### config.mk
export PLATFORM = sky130hd
export DESIGN_NAME = main_clock_control
export DESIGN_NICKNAME = d
export VERILOG_FILES = /design/src/include/clk_ctrl_pkg.sv /design/src/include/delay_if.sv /design/src/hw/main_clock_control.sv /design/src/hw/delay_timer.sv
export VERILOG_INCLUDE_DIRS = /design/src /design/src/include
export SDC_FILE = /design/constraint.sdc
export NUM_CORES = 1
export LEC_CHECK = 0
export BUFFER_PORTS_ARGS = -buffer_cell sky130_fd_sc_hd__buf_4
export CORE_MARGIN = 5
export CORE_UTILIZATION = 55
export CTS_BUF_LIST = sky130_fd_sc_hd__clkbuf_4 sky130_fd_sc_hd__clkbuf_8
export CTS_CLUSTER_DIAMETER = 50
export DETAILED_ROUTE_END_ITERATION = 10
export PLACE_DENSITY_LB_ADDON = 0.12
export SLEW_MARGIN = 10
export SYNTH_ARGS = -nofsm -noshare
export SYNTH_HDL_FRONTEND = slang
export SYNTH_SLANG_ARGS = --single-unit
export TNS_END_PERCENT = 100
### constraint.sdc
create_clock -name mclk_in -period 4.4 [get_ports mclk_in]
set_input_delay 0.66 -clock mclk_in [delete_from_list [all_inputs] [get_ports mclk_in]]
set_output_delay 0.66 -clock mclk_in [all_outputs]
set_load 0.02 [all_outputs]
### src/include/clk_ctrl_regs.svh
// Register offsets, field positions, reset values and timing counts
`ifndef CLK_CTRL_REGS_SVH
`define CLK_CTRL_REGS_SVH
`define MAIN_CTRL_ADDR    8'h00
`define RC_TRIM_ADDR      8'h01
`define SI_CTRL_ADDR      8'h02
`define IRQ_STATUS_ADDR   8'h03
`define IRQ_MASK_ADDR     8'h04
`define FACT_HI_5V_ADDR   8'h10
`define FACT_LO_5V_ADDR   8'h11
`define FACT_HI_3V3_ADDR  8'h12
`define FACT_LO_3V3_ADDR  8'h13
`define SLOW_BIT          0
`define CLKOUT_BIT        1
`define LOCK_BIT          0
`define TRIM_LO_MSB       6
`define TRIM_LO_LSB       5
`define IRQ_LOCK_BIT      0
`define IRQ_STAB_BIT      1
`define MAIN_CTRL_RST     8'h00
`define RC_TRIM_RST       8'hFF
`define TRIM_LO_RST       2'h3
`define IRQ_RST           2'h0
`define FACT_HI_5V_VAL    8'h80
`define FACT_LO_5V_VAL    8'h40
`define FACT_HI_3V3_VAL   8'h7F
`define FACT_LO_3V3_VAL   8'h20
`define SLOW_DIV_LAST     5'h1F
`define CLK_PERIOD_NS     10
`define PLL_STARTUP_NS    10000
`define PLL_STAB_NS       30000
`define PLL_STARTUP_CYC   ((`PLL_STARTUP_NS+`CLK_PERIOD_NS-1)/`CLK_PERIOD_NS)
`define PLL_STAB_CYC      ((`PLL_STAB_NS+`CLK_PERIOD_NS-1)/`CLK_PERIOD_NS)
`endif

### src/include/clk_ctrl_pkg.sv
// Types shared by the clock control block
package clk_ctrl_pkg;
  typedef enum logic [3:0] {
    OSC_RC      = 4'b0001,
    OSC_EXT     = 4'b0010,
    OSC_PLL_RC  = 4'b0100,
    OSC_PLL_EXT = 4'b1000
  } osc_src_e;
  typedef enum logic [3:0] {
    PLL_OFF    = 4'b0001,
    PLL_START  = 4'b0010,
    PLL_PLL_IN_LOCK_FLAG = 4'b0100,
    PLL_STABLE = 4'b1000
  } pll_state_e;
endpackage

### src/include/delay_if.sv
// Start and done handshake between the controller and a delay timer
`timescale 1ns/1ns
interface delay_if;
  logic start;
  logic done;
  modport ctrl (output start, input done);
  modport tmr (input start, output done);
endinterface

### src/hw/main_clock_control.sv
// Main clock control: RC trim, PLL sequencing, source choice, slow mode
`timescale 1ns/1ns
`include "clk_ctrl_regs.svh"

// Notes on behaviour
// - Any reset returns the trim register to FFh; software reloads it.
// - Calibration is trim register bits plus control/status bits 6 and 5.
// - Factory trim pairs: 5 V at first two bytes, 3.3 V next two.
// - Factory trim bytes are read-only and cannot be rewritten.
// - Stored low trim bits sit at positions 6 and 5.
// - 38-pulse programming entry forces the RC oscillator as source.
// - Factory trim bytes survive removal of read-out protection.
// - PLL multiplies 1 MHz by 4 or 8; two option bits control it.
// - PLL off and RC on: RC output is the oscillator clock.
// - PLL off and RC off: external clock is the oscillator clock.
// - After reset or wake the PLL withholds its clock until startup.
// - Lock flag sets when PLL reaches frequency; accuracy follows later.
// - Bit 1 drives the main clock onto its pin; clear frees the pin.
// - Bit 0 selects CPU clock of oscillator or oscillator divided by 32.
// - Trim register holds trim bits 9 to 2, resets to all ones.
// - Trim zero gives highest frequency, all ones the lowest.
module main_clock_control (
  // Clock and reset
  input  wire logic             mclk_in,
  input  wire logic             reset_n_in,
  // Register port
  input  wire logic [7:0]       addr_in,
  input  wire logic [7:0]       wdata_in,
  input  wire logic             wr_in,
  input  wire logic             rd_in,
  output logic      [7:0]       rdata_out,
  // Option bits and mode inputs
  input  wire logic             opt_rc_en_in,
  input  wire logic             opt_pll_en_in,
  input  wire logic             opt_pll_x8_in,
  input  wire logic             icc_38_pulse_in,
  input  wire logic             halt_wake_in,
  // Clock outputs
  output clk_ctrl_pkg::osc_src_e osc_src_out,
  output logic      [3:0]       pll_factor_out,
  output logic                  osc_clk_en_out,
  output logic                  cpu_clk_en_out,
  output logic      [9:0]       rc_trim_value_out,
  output logic      [9:0]       rc_freq_code_out,
  // Clock output pin and interrupt
  output logic                  clkout_pin_out,
  output logic                  clkout_pin_oe_n_out,
  output logic                  irq_out
);
  import clk_ctrl_pkg::*;

  logic [1:0]  main_ctrl_q;
  logic [7:0]  rc_trim_q;
  logic [1:0]  trim_lo_q;
  logic [1:0]  irq_stat_q;
  logic [1:0]  irq_mask_q;
  logic [7:0]  rdata_q;
  logic        icc_s1_q;
  logic        icc_s2_q;
  logic        icc_s3_q;
  logic        icc_q;
  pll_state_e  pll_q;
  osc_src_e    osc_src_q;
  logic [3:0]  factor_q;
  logic [4:0]  div_q;
  logic        slow_act_q;
  logic        cpu_en_q;
  logic        clkout_q;
  logic        oe_n_q;
  logic        first_q;
  logic        pll_sel;
  logic        osc_en;
  logic        cpu_en_d;
  logic        lock_evt;
  logic        stab_evt;
  logic        pll_pll_in_lock_flag;
  logic [1:0]  irq_set;
  logic [7:0]  rd_mux;

  delay_if startup_if ();
  delay_if stab_if ();

  ////////////////////////////////////////////////////////////////////////
  // Programming-mode pin: three stages, accepted once stages two and three
  // agree, so a single noisy sample never flips the clock source
  always_ff @(posedge mclk_in or negedge reset_n_in)
  begin
    if (!reset_n_in)
    begin
      icc_s1_q <= 1'b0;
      icc_s2_q <= 1'b0;
      icc_s3_q <= 1'b0;
      icc_q    <= 1'b0;
    end
    else
    begin
      icc_s1_q <= icc_38_pulse_in;
      icc_s2_q <= icc_s1_q;
      icc_s3_q <= icc_s2_q;
      if (icc_s2_q == icc_s3_q)
        icc_q <= icc_s3_q;
    end
  end

  ////////////////////////////////////////////////////////////////////////
  // Software registers
  always_ff @(posedge mclk_in or negedge reset_n_in)
  begin
    if (!reset_n_in)
    begin
      main_ctrl_q <= 2'(`MAIN_CTRL_RST);
      rc_trim_q   <= `RC_TRIM_RST;
      trim_lo_q   <= `TRIM_LO_RST;
      irq_mask_q  <= `IRQ_RST;
    end
    else if (wr_in)
    begin
      unique case (addr_in)
        `MAIN_CTRL_ADDR: main_ctrl_q <= wdata_in[1:0];
        `RC_TRIM_ADDR:   rc_trim_q   <= wdata_in;
        `SI_CTRL_ADDR:
          trim_lo_q <= wdata_in[`TRIM_LO_MSB:`TRIM_LO_LSB];
        `IRQ_MASK_ADDR:  irq_mask_q  <= wdata_in[1:0];
        // Factory bytes have no write path at all
        default:         ;
      endcase
    end
  end

  // Full 10-bit trim; the analog cell runs faster for smaller codes
  assign rc_trim_value_out = {rc_trim_q, trim_lo_q};
  assign rc_freq_code_out  = ~rc_trim_value_out;

  ////////////////////////////////////////////////////////////////////////
  // Read mux; factory bytes are constants, so no erase can reach them
  always_comb
  begin
    rd_mux = 8'h00;
    unique case (addr_in)
      `MAIN_CTRL_ADDR:   rd_mux = {6'h00, main_ctrl_q};
      `RC_TRIM_ADDR:     rd_mux = rc_trim_q;
      `SI_CTRL_ADDR:     rd_mux = {1'b0, trim_lo_q, 4'h0, pll_pll_in_lock_flag};
      `IRQ_STATUS_ADDR:  rd_mux = {6'h00, irq_stat_q};
      `IRQ_MASK_ADDR:    rd_mux = {6'h00, irq_mask_q};
      `FACT_HI_5V_ADDR:  rd_mux = `FACT_HI_5V_VAL;
      `FACT_LO_5V_ADDR:  rd_mux = `FACT_LO_5V_VAL;
      `FACT_HI_3V3_ADDR: rd_mux = `FACT_HI_3V3_VAL;
      `FACT_LO_3V3_ADDR: rd_mux = `FACT_LO_3V3_VAL;
      default:           rd_mux = 8'h00;
    endcase
  end

  // Read data stands only in the cycle after the strobe
  always_ff @(posedge mclk_in or negedge reset_n_in)
  begin
    if (!reset_n_in)
      rdata_q <= 8'h00;
    else if (rd_in)
      rdata_q <= rd_mux;
    else
      rdata_q <= 8'h00;
  end

  assign rdata_out = rdata_q;

  ////////////////////////////////////////////////////////////////////////
  // PLL sequencing; programming mode bypasses the PLL entirely
  assign pll_sel    = opt_pll_en_in && !icc_q;
  assign pll_pll_in_lock_flag = (pll_q == PLL_PLL_IN_LOCK_FLAG) || (pll_q == PLL_STABLE);
  // Startup timer is held cleared while off and restarted by a wake
  assign startup_if.start = (pll_q == PLL_OFF) || halt_wake_in;
  assign stab_if.start    = !pll_pll_in_lock_flag || halt_wake_in;
  assign lock_evt = (pll_q == PLL_START) && startup_if.done
                    && !halt_wake_in && pll_sel;
  assign stab_evt = (pll_q == PLL_PLL_IN_LOCK_FLAG) && stab_if.done
                    && !halt_wake_in && pll_sel;

  delay_timer #(.LIMIT(`PLL_STARTUP_CYC)) u_startup (
    .mclk_in    (mclk_in),
    .reset_n_in (reset_n_in),
    .tmr        (startup_if)
  );

  delay_timer #(.LIMIT(`PLL_STAB_CYC)) u_stab (
    .mclk_in    (mclk_in),
    .reset_n_in (reset_n_in),
    .tmr        (stab_if)
  );

  // Reset lands in OFF, so every reset passes through a full startup
  always_ff @(posedge mclk_in or negedge reset_n_in)
  begin
    if (!reset_n_in)
      pll_q <= PLL_OFF;
    else if (!pll_sel)
      pll_q <= PLL_OFF;
    else if (halt_wake_in)
      pll_q <= PLL_START;
    else
    begin
      unique case (pll_q)
        PLL_OFF:    pll_q <= PLL_START;
        PLL_START:  if (lock_evt) pll_q <= PLL_PLL_IN_LOCK_FLAG;
        PLL_PLL_IN_LOCK_FLAG: if (stab_evt) pll_q <= PLL_STABLE;
        PLL_STABLE: pll_q <= PLL_STABLE;
        default:    pll_q <= PLL_OFF;
      endcase
    end
  end

  ////////////////////////////////////////////////////////////////////////
  // Source and factor; PLL input is the RC when present, else external
  always_ff @(posedge mclk_in or negedge reset_n_in)
  begin
    if (!reset_n_in)
    begin
      osc_src_q <= OSC_RC;
      factor_q  <= 4'h0;
    end
    else if (icc_q)
    begin
      osc_src_q <= OSC_RC;
      factor_q  <= 4'h0;
    end
    else if (pll_sel)
    begin
      osc_src_q <= opt_rc_en_in ? OSC_PLL_RC : OSC_PLL_EXT;
      factor_q  <= opt_pll_x8_in ? 4'h8 : 4'h4;
    end
    else
    begin
      osc_src_q <= opt_rc_en_in ? OSC_RC : OSC_EXT;
      factor_q  <= 4'h0;
    end
  end

  assign osc_src_out    = osc_src_q;
  assign pll_factor_out = factor_q;
  // Oscillator ticks are withheld until the PLL has started
  assign osc_en         = !pll_sel || pll_pll_in_lock_flag;
  assign osc_clk_en_out = osc_en;

  ////////////////////////////////////////////////////////////////////////
  // Slow-mode divider. The mode changes only on the divider's last count,
  // so a change never shortens a period; the cost is up to 32 ticks delay
  always_ff @(posedge mclk_in or negedge reset_n_in)
  begin
    if (!reset_n_in)
    begin
      div_q      <= 5'h00;
      slow_act_q <= 1'b0;
    end
    else if (osc_en)
    begin
      div_q <= div_q + 5'h01;
      if (div_q == `SLOW_DIV_LAST)
        slow_act_q <= main_ctrl_q[`SLOW_BIT];
    end
  end

  assign cpu_en_d = osc_en
                    && (!slow_act_q || div_q == `SLOW_DIV_LAST);

  always_ff @(posedge mclk_in or negedge reset_n_in)
  begin
    if (!reset_n_in)
      cpu_en_q <= 1'b0;
    else
      cpu_en_q <= cpu_en_d;
  end

  assign cpu_clk_en_out = cpu_en_q;

  ////////////////////////////////////////////////////////////////////////
  // Clock output pin: half-rate square of the oscillator ticks
  always_ff @(posedge mclk_in or negedge reset_n_in)
  begin
    if (!reset_n_in)
    begin
      clkout_q <= 1'b0;
      oe_n_q   <= 1'b1;
    end
    else
    begin
      oe_n_q <= !main_ctrl_q[`CLKOUT_BIT];
      if (!main_ctrl_q[`CLKOUT_BIT])
        clkout_q <= 1'b0;
      else if (osc_en)
        clkout_q <= !clkout_q;
    end
  end

  assign clkout_pin_out      = clkout_q;
  assign clkout_pin_oe_n_out = oe_n_q;

  ////////////////////////////////////////////////////////////////////////
  // Sticky events, write one to clear; a new event beats the clear
  assign irq_set = {stab_evt, lock_evt};

  always_ff @(posedge mclk_in or negedge reset_n_in)
  begin
    if (!reset_n_in)
      irq_stat_q <= `IRQ_RST;
    else if (wr_in && addr_in == `IRQ_STATUS_ADDR)
      irq_stat_q <= (irq_stat_q & ~wdata_in[1:0]) | irq_set;
    else
      irq_stat_q <= irq_stat_q | irq_set;
  end

  assign irq_out = |(irq_stat_q & irq_mask_q);

  ////////////////////////////////////////////////////////////////////////
  // Checks
  always_ff @(posedge mclk_in or negedge reset_n_in)
  begin
    if (!reset_n_in)
      first_q <= 1'b1;
    else
      first_q <= 1'b0;
  end
endmodule

### src/hw/delay_timer.sv
// Restartable delay timer: done rises LIMIT cycles after start drops
`timescale 1ns/1ns
module delay_timer #(
  parameter int unsigned LIMIT = 1
) (
  // Clock and reset
  input  wire logic mclk_in,
  input  wire logic reset_n_in,
  // Handshake
  delay_if.tmr      tmr
);
  localparam int unsigned W = $clog2(LIMIT + 1);
  localparam logic [W-1:0] LAST = W'(LIMIT - 1);

  logic [W-1:0] cnt_q;
  logic         busy_q;
  logic         done_q;

  ////////////////////////////////////////////////////////////////////////
  // Start held high keeps the count cleared, so a level acts as a hold
  always_ff @(posedge mclk_in or negedge reset_n_in)
  begin
    if (!reset_n_in)
    begin
      cnt_q  <= '0;
      busy_q <= 1'b0;
      done_q <= 1'b0;
    end
    else if (tmr.start)
    begin
      cnt_q  <= '0;
      busy_q <= 1'b1;
      done_q <= 1'b0;
    end
    else if (busy_q)
    begin
      if (cnt_q == LAST)
      begin
        busy_q <= 1'b0;
        done_q <= 1'b1;
      end
      else
      begin
        cnt_q <= cnt_q + 1'b1;
      end
    end
  end

  assign tmr.done = done_q;
endmodule

==> impl_metrics.ini <==
[run_status]
status = finished clean

[detailed_routing]
wl_mm = 6.59
vias = 2474
drtIter0Drc = 131
route.detailed.drc = 0
ant_nets = 0
viasPerCell = 5.52
drt-wirelength-per-cell_um = 14.7
dr.pass1.iters = 4

[setup_path]
regToRegSetupSlack_ns = 2.72
slowest_delay_ns = 0.43
r2r.worst_path.cells = 5
endpoint_kind = output pin
timing_worst_setup_path_type = flip-flop to output pin
crit_fanout = 9
crit_path_cell_trace = xnor2_1, o31ai_4, buf_4
cp-endpoint = osc_clk_en_out
cp.required_ns = 3.74
arrival_ns = 1.66
critPathLaunch = pll_q[3]
reg2reg_to = u_stab.cnt_q[1]
critPathSlowestCell = dfrtp_1
start_kind = flip-flop
worstReg2RegStart = u_stab.cnt_q[0]

[finish]
num_antenna_cells = 0
syn_to_final_growth_pct = 23.1
layout_common_cells = buf_4, dfrtp_1, nor2_1
fillers = 435
final_common_cell = buf_4
multi_input_area_um2 = 1390
layout-drive-gt1-share = 0.316
nets = 397
seq_area_um2 = 1840

[logic_synthesis]
synth-async-reset-ratio = 1.00
synthCells = 302
synth_edf_count = 0
ys_seq_elements = 73
synth_ff_type = dfrtp_1
ys_seq_area_frac = 0.554
yosysWarnings = 0
yosysUniqueCellTypes = 52
netlist_area_um2 = 3330
avgSynthCellArea_um2 = 11.0

[global_routing]
grt_usage = 0.184
grt_max_degree = 74
antenna_found_initial = 0
grt_pass1_wl_mm = 11.0
grt_pass1_vias = 2409
grt_overflow = 0

[timing]
tightest_slew_ns = 0.873
clock.fmax_ghz = 0.431
period_minus_slack_ns = 2.32
final_max_slew_viol_count = 0
whs_ns = 0.355
setup_viol = 0
skew_ns = 0.00966
rsz0062_at_grt = false
slew_headroom = 0.418
fin_setup_tns_ns = 0
fin_crit_sh = 0.527
final_hold_viol_count = 0

[clock_network]
postCtsHoldBufs = 0
cts.clk_slew.worst_paths_ns = 0.07
post_cts_buffers = 0
htreeDepth = 3
clk_path_buf_depth = 2
cts_tree = done
cts_buffers = 9
ctsResizeCount = 0
cts_sinks = 73
clk_latency_ns = 0.34
root_buffer = clkbuf_8

[floorplanning]
initial_core_util = 0.565
die_y_um = 87.8
row_count = 28
die_area_um2 = 7700
io_pins = 66
die_width_um = 87.8
coreArea_um2 = 5890

[pwr]
p_per_area_nw_per_um2 = 380
peakVddDrop_mv = 0.286
p_leak_nw = 1.77

[place]
detailed_place_hpwl_mm = 4.71
place_congestion = 0.806
numPortBuffers = 63

[flow_run]
cap_violations = 0

[worst_hold_path]
hold_class = flip-flop to flip-flop
## cells by family (layout without fill, tap and decap cells)
family,count (synthesis),after routing,synth area share
AOI/OAI and AO/OA,40,40,0.0812
DFF,73,73,0.554
muxes,20,20,0.0669
xor gates and xnor gates,20,20,0.0527
and+or+nand+nor,119,119,0.196
other,1,2,0.00113
buffers and inverters,24,94,0.0305
adders and majority gates,5,5,0.0181
## final cells by class
type	instances	area share
tap	75	0.0229
clock inverter	5	0.0254
multi-input combinational	206	0.339
timing repair buffer	63	0.115
inverter	15	0.0137
clock buffer	11	0.0339
sequential	73	0.450
## cell usage after synthesis, drive strengths merged (2+ instances only)
cell	instances	area (µm²)
buf	5	30.0
inv	15	56.3
nand4b	3	26.3
and2	5	31.3
ha	4	50.1
a21oi	16	80.1
nor3	13	65.1
dfstp	13	342
and3	2	12.5
mux2	18	203
clkbuf	4	15.0
dfrtp	60	1500
nand3b	2	15.0
nor2	32	120
nand2	22	85.1
a21o	2	15.0
mux2i	2	20.0
o21ai	4	20.0
or2	2	12.5
or3	3	18.8
nand4	8	50.1
nor4b	5	65.1
nand2b	3	18.8
a22o	2	17.5
a22oi	2	15.0
xor2	5	43.8
a31oi	2	12.5
xnor2	15	131
nor2b	2	12.5
nor4	3	25.0
o31ai	5	51.3
nand3	9	45.0
## metal layers
| metal | track usage | share of wire | vias up | routed length (µm) |
|---|---|---|---|---|
| met1 | 0.237 | 0.43 | 1215 | 2810 |
| met2 | 0.297 | 0.50 | 68 | 3310 |
| met5 | 0 | 0 | - | 0 |
| met4 | 0.0628 | 0.0073 | 0 | 48 |
| met3 | 0.0574 | 0.064 | 5 | 424 |
| li1 | - | - | 1186 | - |
## sequential cells by signal (all words and copies together), names as in the netlist, 4 cells and up
| name | cells |
|---|---|
| rc_trim_q | 8 |
| u_startup.cnt_q | 10 |
| div_q | 5 |
| rdata_out | 8 |
| u_stab.cnt_q | 12 |
| osc_src_out | 4 |
| pll_q | 4 |
## stage by stage
stage               cells  power [mW]  setup slack [ns]   util  instance area, µm²
floorplan             303       0.860              2.60      -                3330
global placement      432       0.930              2.28  0.655                3850
detailed placement    432       0.942              2.23  0.655                3850
CTS                   448        1.57              2.05  0.696                4100
global route          448        1.63              1.96  0.696                4100
finish                448        1.56              2.08  0.696                4100
## report_power, final
| part | internal (mW) | switching, mW |
|---|---|---|
| logic | 0.0840 | 0.0894 |
| registers | 0.719 | 0.0334 |
| clock network | 0.390 | 0.241 |
| total | 1.19 | 0.364 |
## critical path: cells and delay by family, from the launching register on
family	cells	cell delay [ns]
AOI/OAI and AO/OA	1	0.43
buffers and inverters	1	0.23
xor gates and xnor gates	1	0.23
DFF	1	0.43
## how the worst min path moves through the flow
stage,start,slack (ns),depth (start not counted),end
6_report,icc_s1_q,0.35,0,icc_s2_q
5_1_grt,icc_s1_q,0.38,0,icc_s2_q
4_1_cts,icc_s1_q,0.36,0,icc_s2_q
3_5_place_dp,icc_s1_q,0.34,0,icc_s2_q
3_3_place_gp,icc_s1_q,0.33,0,icc_s2_q
2_1_floorplan,icc_s1_q,0.33,0,icc_s2_q
No activity file was read; power rests on OpenSTA's default activity.
